<file path="config.mk">
export PLATFORM = sky130hd
export DESIGN_NAME = mcgm_global_mode_status
export DESIGN_NICKNAME = d
export VERILOG_FILES = /design/src/mcgm_pkg.sv /design/src/mcgm_global_mode_status.sv
export SDC_FILE = /design/constraint.sdc
export NUM_CORES = 1
export LEC_CHECK = 0
export BUFFER_PORTS_ARGS = -buffer_cell sky130_fd_sc_hd__clkbuf_2
export CAP_MARGIN = 20
export CELL_PAD_IN_SITES_DETAIL_PLACEMENT = 1
export CELL_PAD_IN_SITES_GLOBAL_PLACEMENT = 1
export CORE_ASPECT_RATIO = 1.4
export CORE_MARGIN = 1
export CORE_UTILIZATION = 32
export CTS_CLUSTER_DIAMETER = 60
export DETAILED_ROUTE_END_ITERATION = 10
export PLACE_DENSITY = 0.77
export SLEW_MARGIN = 20
export SYNTH_ARGS = -nofsm -noshare
export SYNTH_HDL_FRONTEND = slang
export SYNTH_SLANG_ARGS = --single-unit
</file>
<file path="constraint.sdc">
create_clock -name clock -period 2 [get_ports clock]
set_input_delay 0.3 -clock clock [delete_from_list [all_inputs] [get_ports clock]]
set_output_delay 0.3 -clock clock [all_outputs]
set_load 0.05 [all_outputs]
</file>
<file path="src/mcgm_pkg.sv">
// Package with register map, field positions, types and states of the memory mode/status block.
package mcgm_pkg;

  // Register map and bus widths.
  localparam int MCGM_ADDR_W = 8;
  localparam int MCGM_DATA_W = 32;
  localparam logic [7:0] MCGM_GMR_OFF = 8'h00;
  localparam logic [7:0] MCGM_STAT_OFF = 8'h04;
  localparam logic [7:0] MCGM_MCR_OFF = 8'h08;

  // Global mode field positions.
  localparam int MCGM_SYNC_BIT = 11;
  localparam int MCGM_ODD_BIT = 10;
  localparam int MCGM_PARITY_FAULT_BUS_ERROR_EN_BIT = 9;
  localparam int MCGM_TSS_BIT = 8;
  localparam int MCGM_NCS_BIT = 7;
  localparam int MCGM_INTERNAL_ADDR_MUX_EN_BIT = 6;
  localparam logic [31:0] MCGM_GMR_MASK = 32'h0000_0fc0;

  // Module configuration field position.
  localparam int MCGM_BUS_SYNC_TIMING_MODE_BIT = 0;

  // Status register layout.
  localparam int MCGM_WRITE_PROTECT_FAULT_BIT = 8;
  localparam int MCGM_NUM_BANKS = 8;
  localparam int MCGM_BANK_W = 3;
  localparam int MCGM_STAT_W = 16;

  // Values after reset.
  localparam logic [31:0] MCGM_GMR_RST = 32'h0000_0000;
  localparam logic [MCGM_STAT_W-1:0] MCGM_STAT_RST = 16'h0000;
  localparam logic MCGM_BUS_SYNC_TIMING_MODE_RST = 1'b0;

  // Function code of a CPU space cycle.
  localparam logic [3:0] MCGM_CPU_SPACE_FC = 4'h7;

  // Cycle counts.
  localparam int MCGM_WAIT_W = 5;
  localparam int MCGM_DLY_W = 2;

  // Attributes of the bank that the current cycle hits.
  typedef struct packed {
    logic dram;
    logic write_protect;
    logic parity_check_en;
    logic early_select_negate;
    logic relaxed_cycle_start;
    logic external_master_extra_wait;
    logic [3:0] cycle_wait_count;
  } mcgm_bank_attr_t;

  // Description of a cycle at its start.
  typedef struct packed {
    logic ext_master;
    logic ext_late_type;
    logic write;
    logic [3:0] func_code;
    logic [MCGM_BANK_W-1:0] bank;
  } mcgm_cycle_t;

  // Memory cycle states, Gray coded along the path.
  typedef enum logic [2:0] {
    MCGM_IDLE = 3'b000,
    MCGM_DLY = 3'b001,
    MCGM_ROW = 3'b011,
    MCGM_WAIT = 3'b010,
    MCGM_ACK = 3'b110,
    MCGM_HOLD = 3'b111
  } mcgm_state_t;

endpackage : mcgm_pkg

</file>
<file path="src/mcgm_global_mode_status.sv">
// Global memory mode settings, cycle strobe timing, parity and error status.
`timescale 1ns/1ps

module mcgm_global_mode_status
  import mcgm_pkg::*;
#(
  parameter int ADDR_W = 12
) (
  // Clock and reset.
  input wire logic clock,
  input wire logic rstn,
  // Register port.
  input wire logic [MCGM_ADDR_W-1:0] reg_addr,
  input wire logic [MCGM_DATA_W-1:0] reg_wdata,
  input wire logic reg_wr,
  input wire logic reg_rd,
  output logic [MCGM_DATA_W-1:0] reg_rdata,
  // Cycle request from the bank decoder.
  input wire logic transfer_start_strobe,
  input wire mcgm_cycle_t cycle_info,
  input wire mcgm_bank_attr_t bank_attr,
  input wire logic address_strobe_in,
  // Address paths.
  input wire logic [ADDR_W-1:0] row_addr,
  input wire logic [ADDR_W-1:0] col_addr,
  output logic [ADDR_W-1:0] mem_addr,
  // Data and parity.
  input wire logic [MCGM_DATA_W-1:0] wr_data,
  input wire logic [MCGM_DATA_W-1:0] rd_data,
  input wire logic [3:0] rd_parity,
  output logic [3:0] wr_parity,
  // Memory strobes.
  output logic [MCGM_NUM_BANKS-1:0] bank_select,
  output logic row_strobe,
  output logic col_strobe,
  output logic data_size_ack,
  output logic row_col_select_out,
  // Error signalling.
  output logic bus_fault,
  output logic parity_fault_out
);

  // Parity of each byte lane, inverted for odd parity.
  function automatic logic [3:0] lane_parity(input logic [31:0] d, input logic odd);
    logic [3:0] p;
    p = '0;
    for (int i = 0; i < 4; i++) begin
      p[i] = (^d[8*i +: 8]) ^ odd;
    end
    return p;
  endfunction : lane_parity

  logic [31:0] gmr_q;
  logic [MCGM_STAT_W-1:0] stat_q;
  logic [MCGM_STAT_W-1:0] stat_d;
  logic bus_sync_timing_mode_q;
  logic [MCGM_DATA_W-1:0] rdata_q;
  mcgm_state_t st_q;
  mcgm_state_t st_d;
  mcgm_cycle_t cyc_q;
  mcgm_bank_attr_t attr_q;
  logic [MCGM_WAIT_W-1:0] wcnt_q;
  logic [MCGM_WAIT_W-1:0] wcnt_d;
  logic [MCGM_DLY_W-1:0] dly_q;
  logic [MCGM_DLY_W-1:0] dly_d;
  logic as_s1_q;
  logic as_s2_q;
  logic bus_fault_q;
  logic [3:0] wr_parity_q;
  logic [ADDR_W-1:0] mem_addr_q;

  // Mode fields.
  wire logic mode_sync = gmr_q[MCGM_SYNC_BIT];
  wire logic mode_odd = gmr_q[MCGM_ODD_BIT];
  wire logic mode_parity_fault_bus_error_en = gmr_q[MCGM_PARITY_FAULT_BUS_ERROR_EN_BIT];
  wire logic mode_tss = gmr_q[MCGM_TSS_BIT];
  wire logic mode_ncs = gmr_q[MCGM_NCS_BIT];
  wire logic mode_internal_addr_mux_en = gmr_q[MCGM_INTERNAL_ADDR_MUX_EN_BIT];

  // Register decode.
  wire logic hit_gmr = reg_addr == MCGM_GMR_OFF;
  wire logic hit_stat = reg_addr == MCGM_STAT_OFF;
  wire logic hit_mcr = reg_addr == MCGM_MCR_OFF;
  wire logic [MCGM_DATA_W-1:0] rd_mux =
    hit_gmr ? gmr_q :
    hit_stat ? {16'h0000, stat_q} :
    hit_mcr ? {31'h0000_0000, bus_sync_timing_mode_q} : 32'h0000_0000;

  // Timing class of the starting cycle.
  wire logic new_ext_as = cycle_info.ext_master & ~cycle_info.ext_late_type;
  wire logic new_async = new_ext_as & ~mode_sync;
  wire logic new_honour = ~cycle_info.ext_late_type & ~new_async;
  wire logic new_cpu_block = mode_ncs & (cycle_info.func_code == MCGM_CPU_SPACE_FC);
  wire logic new_wp_block = bank_attr.write_protect & cycle_info.write;
  wire logic start = transfer_start_strobe & (st_q == MCGM_IDLE);
  wire logic start_go = start & ~new_cpu_block & ~new_wp_block;
  wire logic [MCGM_DLY_W-1:0] new_dly =
    MCGM_DLY_W'(cycle_info.ext_late_type & mode_tss) +
    MCGM_DLY_W'(new_honour & bank_attr.relaxed_cycle_start);
  wire logic [MCGM_WAIT_W-1:0] new_wait =
    MCGM_WAIT_W'(bank_attr.cycle_wait_count) +
    MCGM_WAIT_W'(new_async & ~bank_attr.dram & bank_attr.external_master_extra_wait);

  // Timing class of the running cycle.
  wire logic cur_ext_as = cyc_q.ext_master & ~cyc_q.ext_late_type;
  wire logic cur_async = cur_ext_as & ~mode_sync;
  // Mode 0 synchronises the external strobe through two flops first; mode 1 uses it directly.
  wire logic as_seen = bus_sync_timing_mode_q ? address_strobe_in : as_s2_q;
  wire logic neg_ok = ~cur_async | as_seen;
  wire logic in_cycle = (st_q == MCGM_ROW) | (st_q == MCGM_WAIT) |
                        (st_q == MCGM_ACK) | (st_q == MCGM_HOLD);
  wire logic in_ack = (st_q == MCGM_ACK) | (st_q == MCGM_HOLD);
  wire logic early_neg = (st_q == MCGM_ACK) & ~cur_async & ~cyc_q.ext_late_type &
                         cyc_q.write & attr_q.early_select_negate;
  wire logic sram_sel = ~attr_q.dram & in_cycle & neg_ok & ~early_neg;

  // Parity check on the acknowledge edge of a read.
  wire logic par_allowed = ~cur_ext_as | mode_sync;
  wire logic par_check = (st_q == MCGM_ACK) & ~cyc_q.write & attr_q.parity_check_en &
                         par_allowed;
  wire logic par_err = par_check & (|(lane_parity(rd_data, mode_odd) ^ rd_parity));
  wire logic [MCGM_NUM_BANKS-1:0] bank_onehot = MCGM_NUM_BANKS'(1) << cyc_q.bank;

  // Next state of the memory cycle.
  always_comb begin
    st_d = st_q;
    wcnt_d = wcnt_q;
    dly_d = dly_q;
    unique case (st_q)
      MCGM_IDLE: begin
        if (start_go) begin
          wcnt_d = new_wait;
          dly_d = new_dly;
          st_d = (new_dly != '0) ? MCGM_DLY : MCGM_ROW;
        end
      end
      MCGM_DLY: begin
        dly_d = dly_q - MCGM_DLY_W'(1);
        if (dly_q == MCGM_DLY_W'(1)) begin
          st_d = MCGM_ROW;
        end
      end
      MCGM_ROW: begin
        st_d = (wcnt_q == '0) ? MCGM_ACK : MCGM_WAIT;
      end
      MCGM_WAIT: begin
        wcnt_d = wcnt_q - MCGM_WAIT_W'(1);
        if (wcnt_q == MCGM_WAIT_W'(1)) begin
          st_d = MCGM_ACK;
        end
      end
      MCGM_ACK: begin
        st_d = (cur_async & as_seen) ? MCGM_HOLD : MCGM_IDLE;
      end
      MCGM_HOLD: begin
        if (~as_seen) begin
          st_d = MCGM_IDLE;
        end
      end
      default: begin
        st_d = MCGM_IDLE;
      end
    endcase
  end

  // Status updates; a new fault wins over a clear in the same cycle.
  always_comb begin
    stat_d = stat_q;
    if (reg_wr & hit_stat) begin
      stat_d = stat_q & ~reg_wdata[MCGM_STAT_W-1:0];
    end
    if (start & new_wp_block) begin
      stat_d[MCGM_WRITE_PROTECT_FAULT_BIT] = 1'b1;
    end
    if (par_err) begin
      stat_d[MCGM_NUM_BANKS-1:0] = stat_d[MCGM_NUM_BANKS-1:0] | bank_onehot;
    end
  end

  always_ff @(posedge clock) begin
    if (!rstn) begin
      gmr_q <= MCGM_GMR_RST;
      stat_q <= MCGM_STAT_RST;
      bus_sync_timing_mode_q <= MCGM_BUS_SYNC_TIMING_MODE_RST;
      rdata_q <= '0;
    end else begin
      if (reg_wr & hit_gmr) begin
        gmr_q <= reg_wdata & MCGM_GMR_MASK;
      end
      if (reg_wr & hit_mcr) begin
        bus_sync_timing_mode_q <= reg_wdata[MCGM_BUS_SYNC_TIMING_MODE_BIT];
      end
      stat_q <= stat_d;
      rdata_q <= reg_rd ? rd_mux : '0;
    end
  end

  always_ff @(posedge clock) begin
    if (!rstn) begin
      st_q <= MCGM_IDLE;
      cyc_q <= '0;
      attr_q <= '0;
      wcnt_q <= '0;
      dly_q <= '0;
    end else begin
      st_q <= st_d;
      wcnt_q <= wcnt_d;
      dly_q <= dly_d;
      if (start) begin
        cyc_q <= cycle_info;
        attr_q <= bank_attr;
      end
    end
  end

  always_ff @(posedge clock) begin
    if (!rstn) begin
      as_s1_q <= 1'b0;
      as_s2_q <= 1'b0;
      bus_fault_q <= 1'b0;
      wr_parity_q <= '0;
      mem_addr_q <= '0;
    end else begin
      as_s1_q <= address_strobe_in;
      as_s2_q <= as_s1_q;
      bus_fault_q <= par_err & mode_parity_fault_bus_error_en & ~cyc_q.ext_master;
      wr_parity_q <= lane_parity(wr_data, mode_odd);
      // Column address once the row/column select has gone low.
      mem_addr_q <= (mode_internal_addr_mux_en & attr_q.dram & ~row_col_select_out) ? col_addr : row_addr;
    end
  end

  // Outputs; the bank parity bits of the status register drive parity_fault_out.
  assign reg_rdata = rdata_q;
  assign bank_select = sram_sel ? bank_onehot : '0;
  assign row_strobe = attr_q.dram & in_cycle;
  assign col_strobe = attr_q.dram & in_ack & neg_ok;
  assign data_size_ack = in_ack & neg_ok;
  assign row_col_select_out = ~(attr_q.dram & ((st_q == MCGM_WAIT) | in_ack));
  assign mem_addr = mem_addr_q;
  assign wr_parity = wr_parity_q;
  assign bus_fault = bus_fault_q;
  assign parity_fault_out = |stat_q[MCGM_NUM_BANKS-1:0];

endmodule : mcgm_global_mode_status

</file>
==> insert_results.sql, run 1 <==
INSERT INTO impl_metrics (metric_group, metric, value, unit) VALUES
('timing', 'rsz_0062_raised_after_global_routing', 'yes', ''),
('status', 'violations', 'setup timing', ''),
('logic_synthesis', 'yosysUniqueCellTypes', '44', ''),
('logic_synthesis', 'synth-seq-area-share', '38.0', '%'),
('timing', 'maxSlewHeadroom', '64.0', '%'),
('logic_synthesis', 'mappedNetlistArea', '4060', 'sq um'),
('global_routing', 'antenna_found_initial', '0', ''),
('die', 'dieArea', '13100', 'sq um'),
('global_routing', 'grt_start_max_net_pins', '64', ''),
('min_path', 'end_point_of_the_worst_hold_path', 'stat_q[13]$_SDFFE_PN0P_', ''),
('die', 'fp.dieW', '97.1', 'microns'),
('drt', 'total_wire_length', '12.6', 'mm'),
('min_path', 'min_from', 'reg_wdata[13]', ''),
('drt', 'routed_length_per_placed_instance', '15.9', 'microns'),
('clock_tree', 'htreeDepth', '3', ''),
('global_routing', 'grt-busiest-layer', 'met2', ''),
('critical_path', 'worst-endpoint-arrival', '1.82', 'ns'),
('clock_tree', 'cts.clk_slew.worst_paths', '0.07', 'ns'),
('logic_synthesis', 'post_synth.cell_area_avg', '9.15', 'sq um'),
('critical_path', 'end_kind', 'output pin', ''),
('drt', 'vias_per_cell', '4.78', ''),
('drt', 'vias', '3792', ''),
('logic_synthesis', 'postSynth.topFlopCell', 'dfxtp_1', ''),
('timing', 'worst_slack_setup_final', '-0.125', 'ns'),
('logic_synthesis', 'synth_warnings', '0', ''),
('timing', 'report.final.setup_viol', '8', ''),
('timing', 'maxSlewViolCount', '0', ''),
('logic_synthesis', 'share_of_flip_flops_with_an_asynchronous_set_or_reset_after_synthesis', '0', '%'),
('logic_synthesis', 'synth.ff_latch_count', '77', ''),
('critical_path', 'regToRegStartpoint', 'cyc_q[9]$_SDFFE_PN0P_', ''),
('finish', 'post_route_cells_drive_above_1_share', '38.9', '%'),
('min_path', 'min_delay_path_depth', '2', ''),
('die', 'io_pins', '220', ''),
('global_routing', 'global_route_usage_sum', '18.9', '%'),
('global_routing', 'met3_use_gr', '3.72', '%'),
('power_and_ir_drop', 'finalPower', '0.00446', 'W'),
('placement', 'worst_setup_timing_slack_at_the_placement_stage', '-0.106', 'ns'),
('timing', 'finalCriticalPeriod', '2.12', 'ns'),
('clock_tree', 'clk-insertion-delay-late', '0.34', 'ns'),
('timing', 'final.period_utilization', '106', '%'),
('placement', 'io_buffer_count', '187', ''),
('global_routing', 'groute.layer.met2.usage', '38.1', '%'),
('drt', 'remaining_drc_errors', '0', ''),
('die', 'placement_rows', '48', ''),
('timing', 'max_freq', '471', 'MHz'),
('logic_synthesis', 'synth-edff-count', '0', ''),
('timing', 'timing_worst_slew_pin_value', '0.535', 'ns'),
('timing', 'fin_worst_skew', '0.0109', 'ns'),
('finish', 'synthToLayoutAreaGrowth', '41.9', '%'),
('logic_synthesis', 'synthesis.instances', '443', ''),
('critical_path', 'timing.critical_path.from_type', 'flip-flop', ''),
('critical_path', 'worst-endpoint-required', '1.70', 'ns'),
('finish', 'layout_commonest_cell', 'clkbuf_2', ''),
('power_and_ir_drop', 'power_density', '775', 'nW/um^2'),
('drt', 'drtAntennaViolNets', '0', ''),
('critical_path', 'r2r-end', 'stat_q[6]$_SDFF_PN0_', ''),
('power_and_ir_drop', 'total_leakage_power', '2.70', 'nW'),
('min_path', 'worst_hold_path_type', 'in2reg', ''),
('critical_path', 'worst-setup-path-type', 'reg2out', ''),
('job', 'drv_cap', '0', ''),
('clock_tree', 'tritoncts_clock_tree', 'yes', ''),
('clock_tree', 'cts_buffer_depth', '2', ''),
('logic_synthesis', 'synth_top_cell_by_area', 'dfxtp_1', ''),
('drt', 'firstDrtPassIters', '4', ''),
('logic_synthesis', 'synth.top_cells.by_area', 'dfxtp_1 (38%), xnor2_1 (12%), mux2i_1 (6.4%)', ''),
('global_routing', 'vias_in_the_first_global_route', '4034', ''),
('die', 'initial_utilization', '32.8', '%'),
('finish', 'mostFrequentLayoutCells', 'clkbuf_2 (177), dfxtp_1 (73), xnor2_1 (55)', ''),
('critical_path', 'worst-r2r-cell-count', '5', ''),
('critical_path', 'reg2reg_setup_slack', '0.11', 'ns'),
('status', 'run_status', 'finished, violations left', '');
## synth_stat cells, drive strengths merged (2+ instances only)
| library cell | instances |
|---|---|
| mux2 | 2 |
| a21oi | 10 |
| xor2 | 5 |
| dfxtp | 77 |
| xnor2 | 57 |
| o21ai | 8 |
| xnor3 | 4 |
| buf | 22 |
| or2 | 2 |
| a211o | 2 |
| nand2 | 47 |
| nor4 | 5 |
| nand3b | 5 |
| nor2 | 29 |
| nor2b | 20 |
| o21a | 2 |
| nand4 | 2 |
| o211ai | 2 |
| a21boi | 14 |
| and2 | 20 |
| and3 | 3 |
| nor4b | 3 |
| nor3 | 2 |
| o41ai | 8 |
| nand2b | 8 |
| ha | 8 |
| inv | 9 |
| nor3b | 2 |
| a32oi | 3 |
| nand3 | 16 |
| mux2i | 26 |
| clkbuf | 12 |
## what timing repair did
item,CTS,global route
pin swaps,8,9
hold buffers,0,0
resized for setup,34,15
buffers inserted,2,2
setup endpoints to repair,10,18
## worst max path at each step
stage | startpoint | endpoint | slack (ns) | cells past startpoint
3_5_place_dp | address_strobe_in | bank_select[4] | -0.11 | 8
3_3_place_gp | rd_data[26] | stat_q[1]$_SDFF_PN0_ | -0.03 | 6
5_1_grt | gmr_q[11]$_SDFFE_PN0P_ | bank_select[5] | -0.17 | 7
2_1_floorplan | bus_sync_timing_mode_q$_SDFFE_PN0P_ | bank_select[0] | -0.04 | 5
6_report | gmr_q[11]$_SDFFE_PN0P_ | bank_select[6] | -0.12 | 7
4_1_cts | cyc_q[8]$_SDFFE_PN0P_ | bank_select[6] | -0.16 | 7
## stage by stage
stage               setup TNS, ns  instance area [sq um]  utilization (%)  std cells
global route                -1.48                   5760             46.5        793
finish                     -0.856                   5760             46.5        793
global placement           -0.235                   5240             42.3        774
detailed placement          -1.11                   5240             42.3        774
floorplan                  -0.238                   4110                -        458
CTS                         -1.14                   5690             46.0        792
## logic make-up after synthesis
family	Yosys count	share of synthesized area, %
and+or+nand+nor	168	21.7
DFF	77	38.0
xor gates and xnor gates	66	16.0
AOI/OAI and AO/OA	52	9.01
buffers and inverters	43	5.80
muxes	28	6.97
adders and majority gates	8	2.47
other	1	0.0925
## final cells by class
class                      instances  area [sq um]
inverter                           9          33.8
clock inverter                     7          85.1
tap                              150           188
timing repair buffer             203          1200
fill                            1475          6620
clock buffer                       9           225
multi-input combinational        338          2470
sequential                        77          1550
## critical path, stage by stage, from the launching register on
cell	delay [ns]
dfxtp_2	0.34
nor3b_4	0.29
nor4b_2	0.10
nor3b_2	0.19
buf_4	0.17
nand2_4	0.10
nor2_4	0.14
buf_8	0.16
## registers in the layout, indices dropped and copies added, names as in the netlist, 2 cells and up
register   flops
attr_q         3
reg_rdata     16
mem_addr      12
wr_parity      4
stat_q        16
cyc_q          6
dly_q          2
st_q           3
wcnt_q         5
gmr_q          6
## routing by layer
| layer | wire, microns | vias to the layer above |
|---|---|---|
| li1 | - | 1852 |
| met1 | 4490 | 1789 |
| met2 | 7240 | 128 |
| met3 | 614 | 23 |
| met4 | 268 | 0 |
| met5 | 0 | - |
## power by group
group	internal (W)	leakage (nW)	total, W	switching [W]
Clock	0.000996	0.153	0.00171	0.000713
Sequential	0.00161	0.630	0.00166	0.0000474
Combinational	0.000464	1.91	0.00109	0.000630
Total	0.00307	2.70	0.00446	0.00139
Note: power is estimated with default switching activity, not from simulation.
==> run 2, diff against run 1 <==
CORE_UTILIZATION = 25   (was 32)
CTS_CLUSTER_DIAMETER = unset   (was 60)
PLACE_DENSITY = 0.62   (was 0.77)
==> run 2 against run 1 <==
The flow still finishes with violations (setup timing). Final cell count rose by 5.8%. Core utilization fell by 9.8 points. Setup slack improved by 0.039 ns. Sequential cell count did not move.
==> insert_results.sql, run 2 (same netlist as run 1, synthesis figures left out) <==
INSERT INTO impl_metrics (metric_group, metric, value, unit) VALUES
('critical_path', 'worst-setup-path-type', 'reg2out', ''),
('critical_path', 'timing.critical_path.from_type', 'flip-flop', ''),
('timing', 'fin_worst_skew', '0.00755', 'ns'),
('global_routing', 'grt_remaining_overflow', '0', ''),
('timing', 'finalCriticalPeriod', '2.09', 'ns'),
('global_routing', 'vias_in_the_first_global_route', '3978', ''),
('timing', 'max_freq', '479', 'MHz'),
('placement', 'post-dp-hpwl', '10.5', 'mm'),
('critical_path', 'worst-endpoint-required', '1.70', 'ns'),
('finish', 'layoutNonFillerInstCount', '839', ''),
('clock_tree', 'tritoncts_clock_tree', 'yes', ''),
('timing', 'holdWs', '0.143', 'ns'),
('critical_path', 'critical_path.n_buffers_inverters', '2', ''),
('clock_tree', 'htreeDepth', '3', ''),
('finish', 'fillerInstances', '1914', ''),
('placement', 'placement.cell_area', '5360', 'sq um'),
('finish', 'finalInstanceArea', '5780', 'sq um'),
('global_routing', 'antenna_found_initial', '1', ''),
('power_and_ir_drop', 'vdd_drop_max', '466', 'uV'),
('timing', 'timing_worst_slew_pin_value', '0.526', 'ns'),
('job', 'drv_cap', '0', ''),
('drt', 'total_wire_length', '12.5', 'mm'),
('drt', 'drt-initial-drc-count', '79', ''),
('clock_tree', 'post_cts_buffers', '0', ''),
('die', 'dieArea', '16700', 'sq um'),
('clock_tree', 'cts_buffer_depth', '2', ''),
('critical_path', 'worst-endpoint-arrival', '1.79', 'ns'),
('status', 'run_status', 'finished, violations left', ''),
('power_and_ir_drop', 'power_density', '763', 'nW/um^2'),
('critical_path', 'timing.critical_path.fanout_max', '4', ''),
('global_routing', 'grt_start_max_net_pins', '25', ''),
('timing', 'maxSlewHeadroom', '64.5', '%'),
('placement', 'io_buffer_count', '187', ''),
('critical_path', 'cp_cell_sequence', 'nor3b_4, nor4b_2, nor3b_4, buf_6, nand2_4, nor2_4, buf_12', ''),
('drt', 'drtAntennaViolNets', '0', ''),
('critical_path', 'critical-path-top-delay-family', 'simple AND/OR/NAND/NOR gates', ''),
('clock_tree', 'clock_sink_count', '77', ''),
('die', 'placement_rows', '54', ''),
('clock_tree', 'clk-insertion-delay-late', '0.33', 'ns'),
('die', 'initial_utilization', '25.8', '%'),
('finish', 'mostFrequentLayoutCells', 'clkbuf_2 (179), dfxtp_1 (76), xnor2_1 (55)', ''),
('finish', 'layout_commonest_cell', 'clkbuf_2', ''),
('finish', 'synthToLayoutAreaGrowth', '42.5', '%'),
('global_routing', 'global_route_usage_sum', '15.0', '%'),
('drt', 'remaining_drc_errors', '0', ''),
('timing', 'worst_slack_setup_final', '-0.0862', 'ns'),
('finish', 'post_route_cells_drive_above_1_share', '37.5', '%'),
('drt', 'vias_per_cell', '4.43', ''),
('critical_path', 'end_kind', 'output pin', ''),
('clock_tree', 'cts-buffers-inserted', '9', ''),
('clock_tree', 'cts.clk_slew.worst_paths', '0.06', 'ns'),
('drt', 'firstDrtPassIters', '4', ''),
('die', 'die_h', '153', 'microns'),
('timing', 'finalSetupTns', '-0.609', 'ns'),
('finish', 'nets', '804', ''),
('drt', 'vias', '3713', ''),
('critical_path', 'critPathMaxStageDelay', '0.34', 'ns'),
('die', 'io_pins', '220', ''),
('timing', 'report.final.setup_viol', '8', ''),
('clock_tree', 'clockRootBuffer', 'clkbuf_16', ''),
('timing', 'count_of_final_hold_check_violations', '0', ''),
('global_routing', 'first_pass_grt_wire_length', '19.1', 'mm'),
('status', 'violations', 'setup timing', ''),
('die', 'fp.dieW', '110', 'microns'),
('timing', 'final.period_utilization', '104', '%'),
('critical_path', 'cp_slowest_cell', 'dfxtp_1', ''),
('critical_path', 'worst_path_most_repeated_cell', 'nor3b_4', ''),
('power_and_ir_drop', 'total_leakage_power', '2.68', 'nW'),
('drt', 'routed_length_per_placed_instance', '14.9', 'microns'),
('finish', 'utilization', '36.7', '%'),
('timing', 'maxSlewViolCount', '0', ''),
('placement', 'place_congestion', '0.784', ''),
('die', 'core-area', '15700', 'sq um'),
('min_path', 'worst_hold_path_type', 'in2reg', ''),
('timing', 'rsz_0062_raised_after_global_routing', 'yes', ''),
('placement', 'dp.cells', '823', '');
## run 2: cell types whose count changed in the layout (fill, tap and decap cells not counted), moves of 2 or more
cell        before  now
buf_12           7    9
buf_8            4    0
clkbuf_2       177  179
clkinvlp_4       0    2
dfxtp_1         73   76
dfxtp_2          4    1
inv_6            4    0
o41ai_1          6    8
o41ai_2          2    0
## run 2: power by group
| part | switching [W] | internal (W) |
|---|---|---|
| Combinational | 0.000620 | 0.000475 |
| Clock | 0.000631 | 0.00103 |
| Sequential | 0.0000485 | 0.00161 |
## run 2: what timing repair did
action | in CTS | in global routing
gates resized for setup | 28 | 2
hold buffers | 0 | 0
hold endpoints to repair | 0 | 0
endpoints found under the setup margin | 10 | 14
pin swaps | 9 | 3
## run 2: metal layers
metal,track usage [%],vias up,part of all wire (%)
met2,30.5,115,58
met5,0,-,0
li1,-,1845,-
met1,13.7,1734,35
met3,2.91,19,4.7
met4,6.41,0,2.8
## run 2: stage by stage
step                total power, W  worst slack [ns]
floorplan                  0.00241           -0.0359
global route               0.00462            -0.171
CTS                        0.00449            -0.139
detailed placement         0.00277            -0.180
global placement           0.00273            -0.125
finish                     0.00441           -0.0862
## run 2: path summary, 6_finish.rpt
check	endpoint	depth (start not counted)	start	slack [ns]
worst max register to register	dly_q[1]$_SDFFE_PN0P_	6	st_q[1]$_SDFFE_PN0P_	0.11
worst min register to register	stat_q[15]$_SDFFE_PN0P_	2	stat_q[15]$_SDFFE_PN0P_	0.43
worst min-delay path	stat_q[12]$_SDFFE_PN0P_	2	reg_wdata[12]	0.14
worst max-delay path	bank_select[6]	7	cyc_q[8]$_SDFFE_PN0P_	-0.09
## run 2: cell type report
class,instances,area (sq um),share of cell area (%)
clock buffers,12,256,4.44
inverters,9,33.8,0.585
repair buffers,203,1190,20.6
flip-flops and latches,77,1540,26.7
multi-input cells,338,2460,42.6
diodes,1,2.50,0.0433
clock inverters,3,45.0,0.779
well taps,196,245,4.24
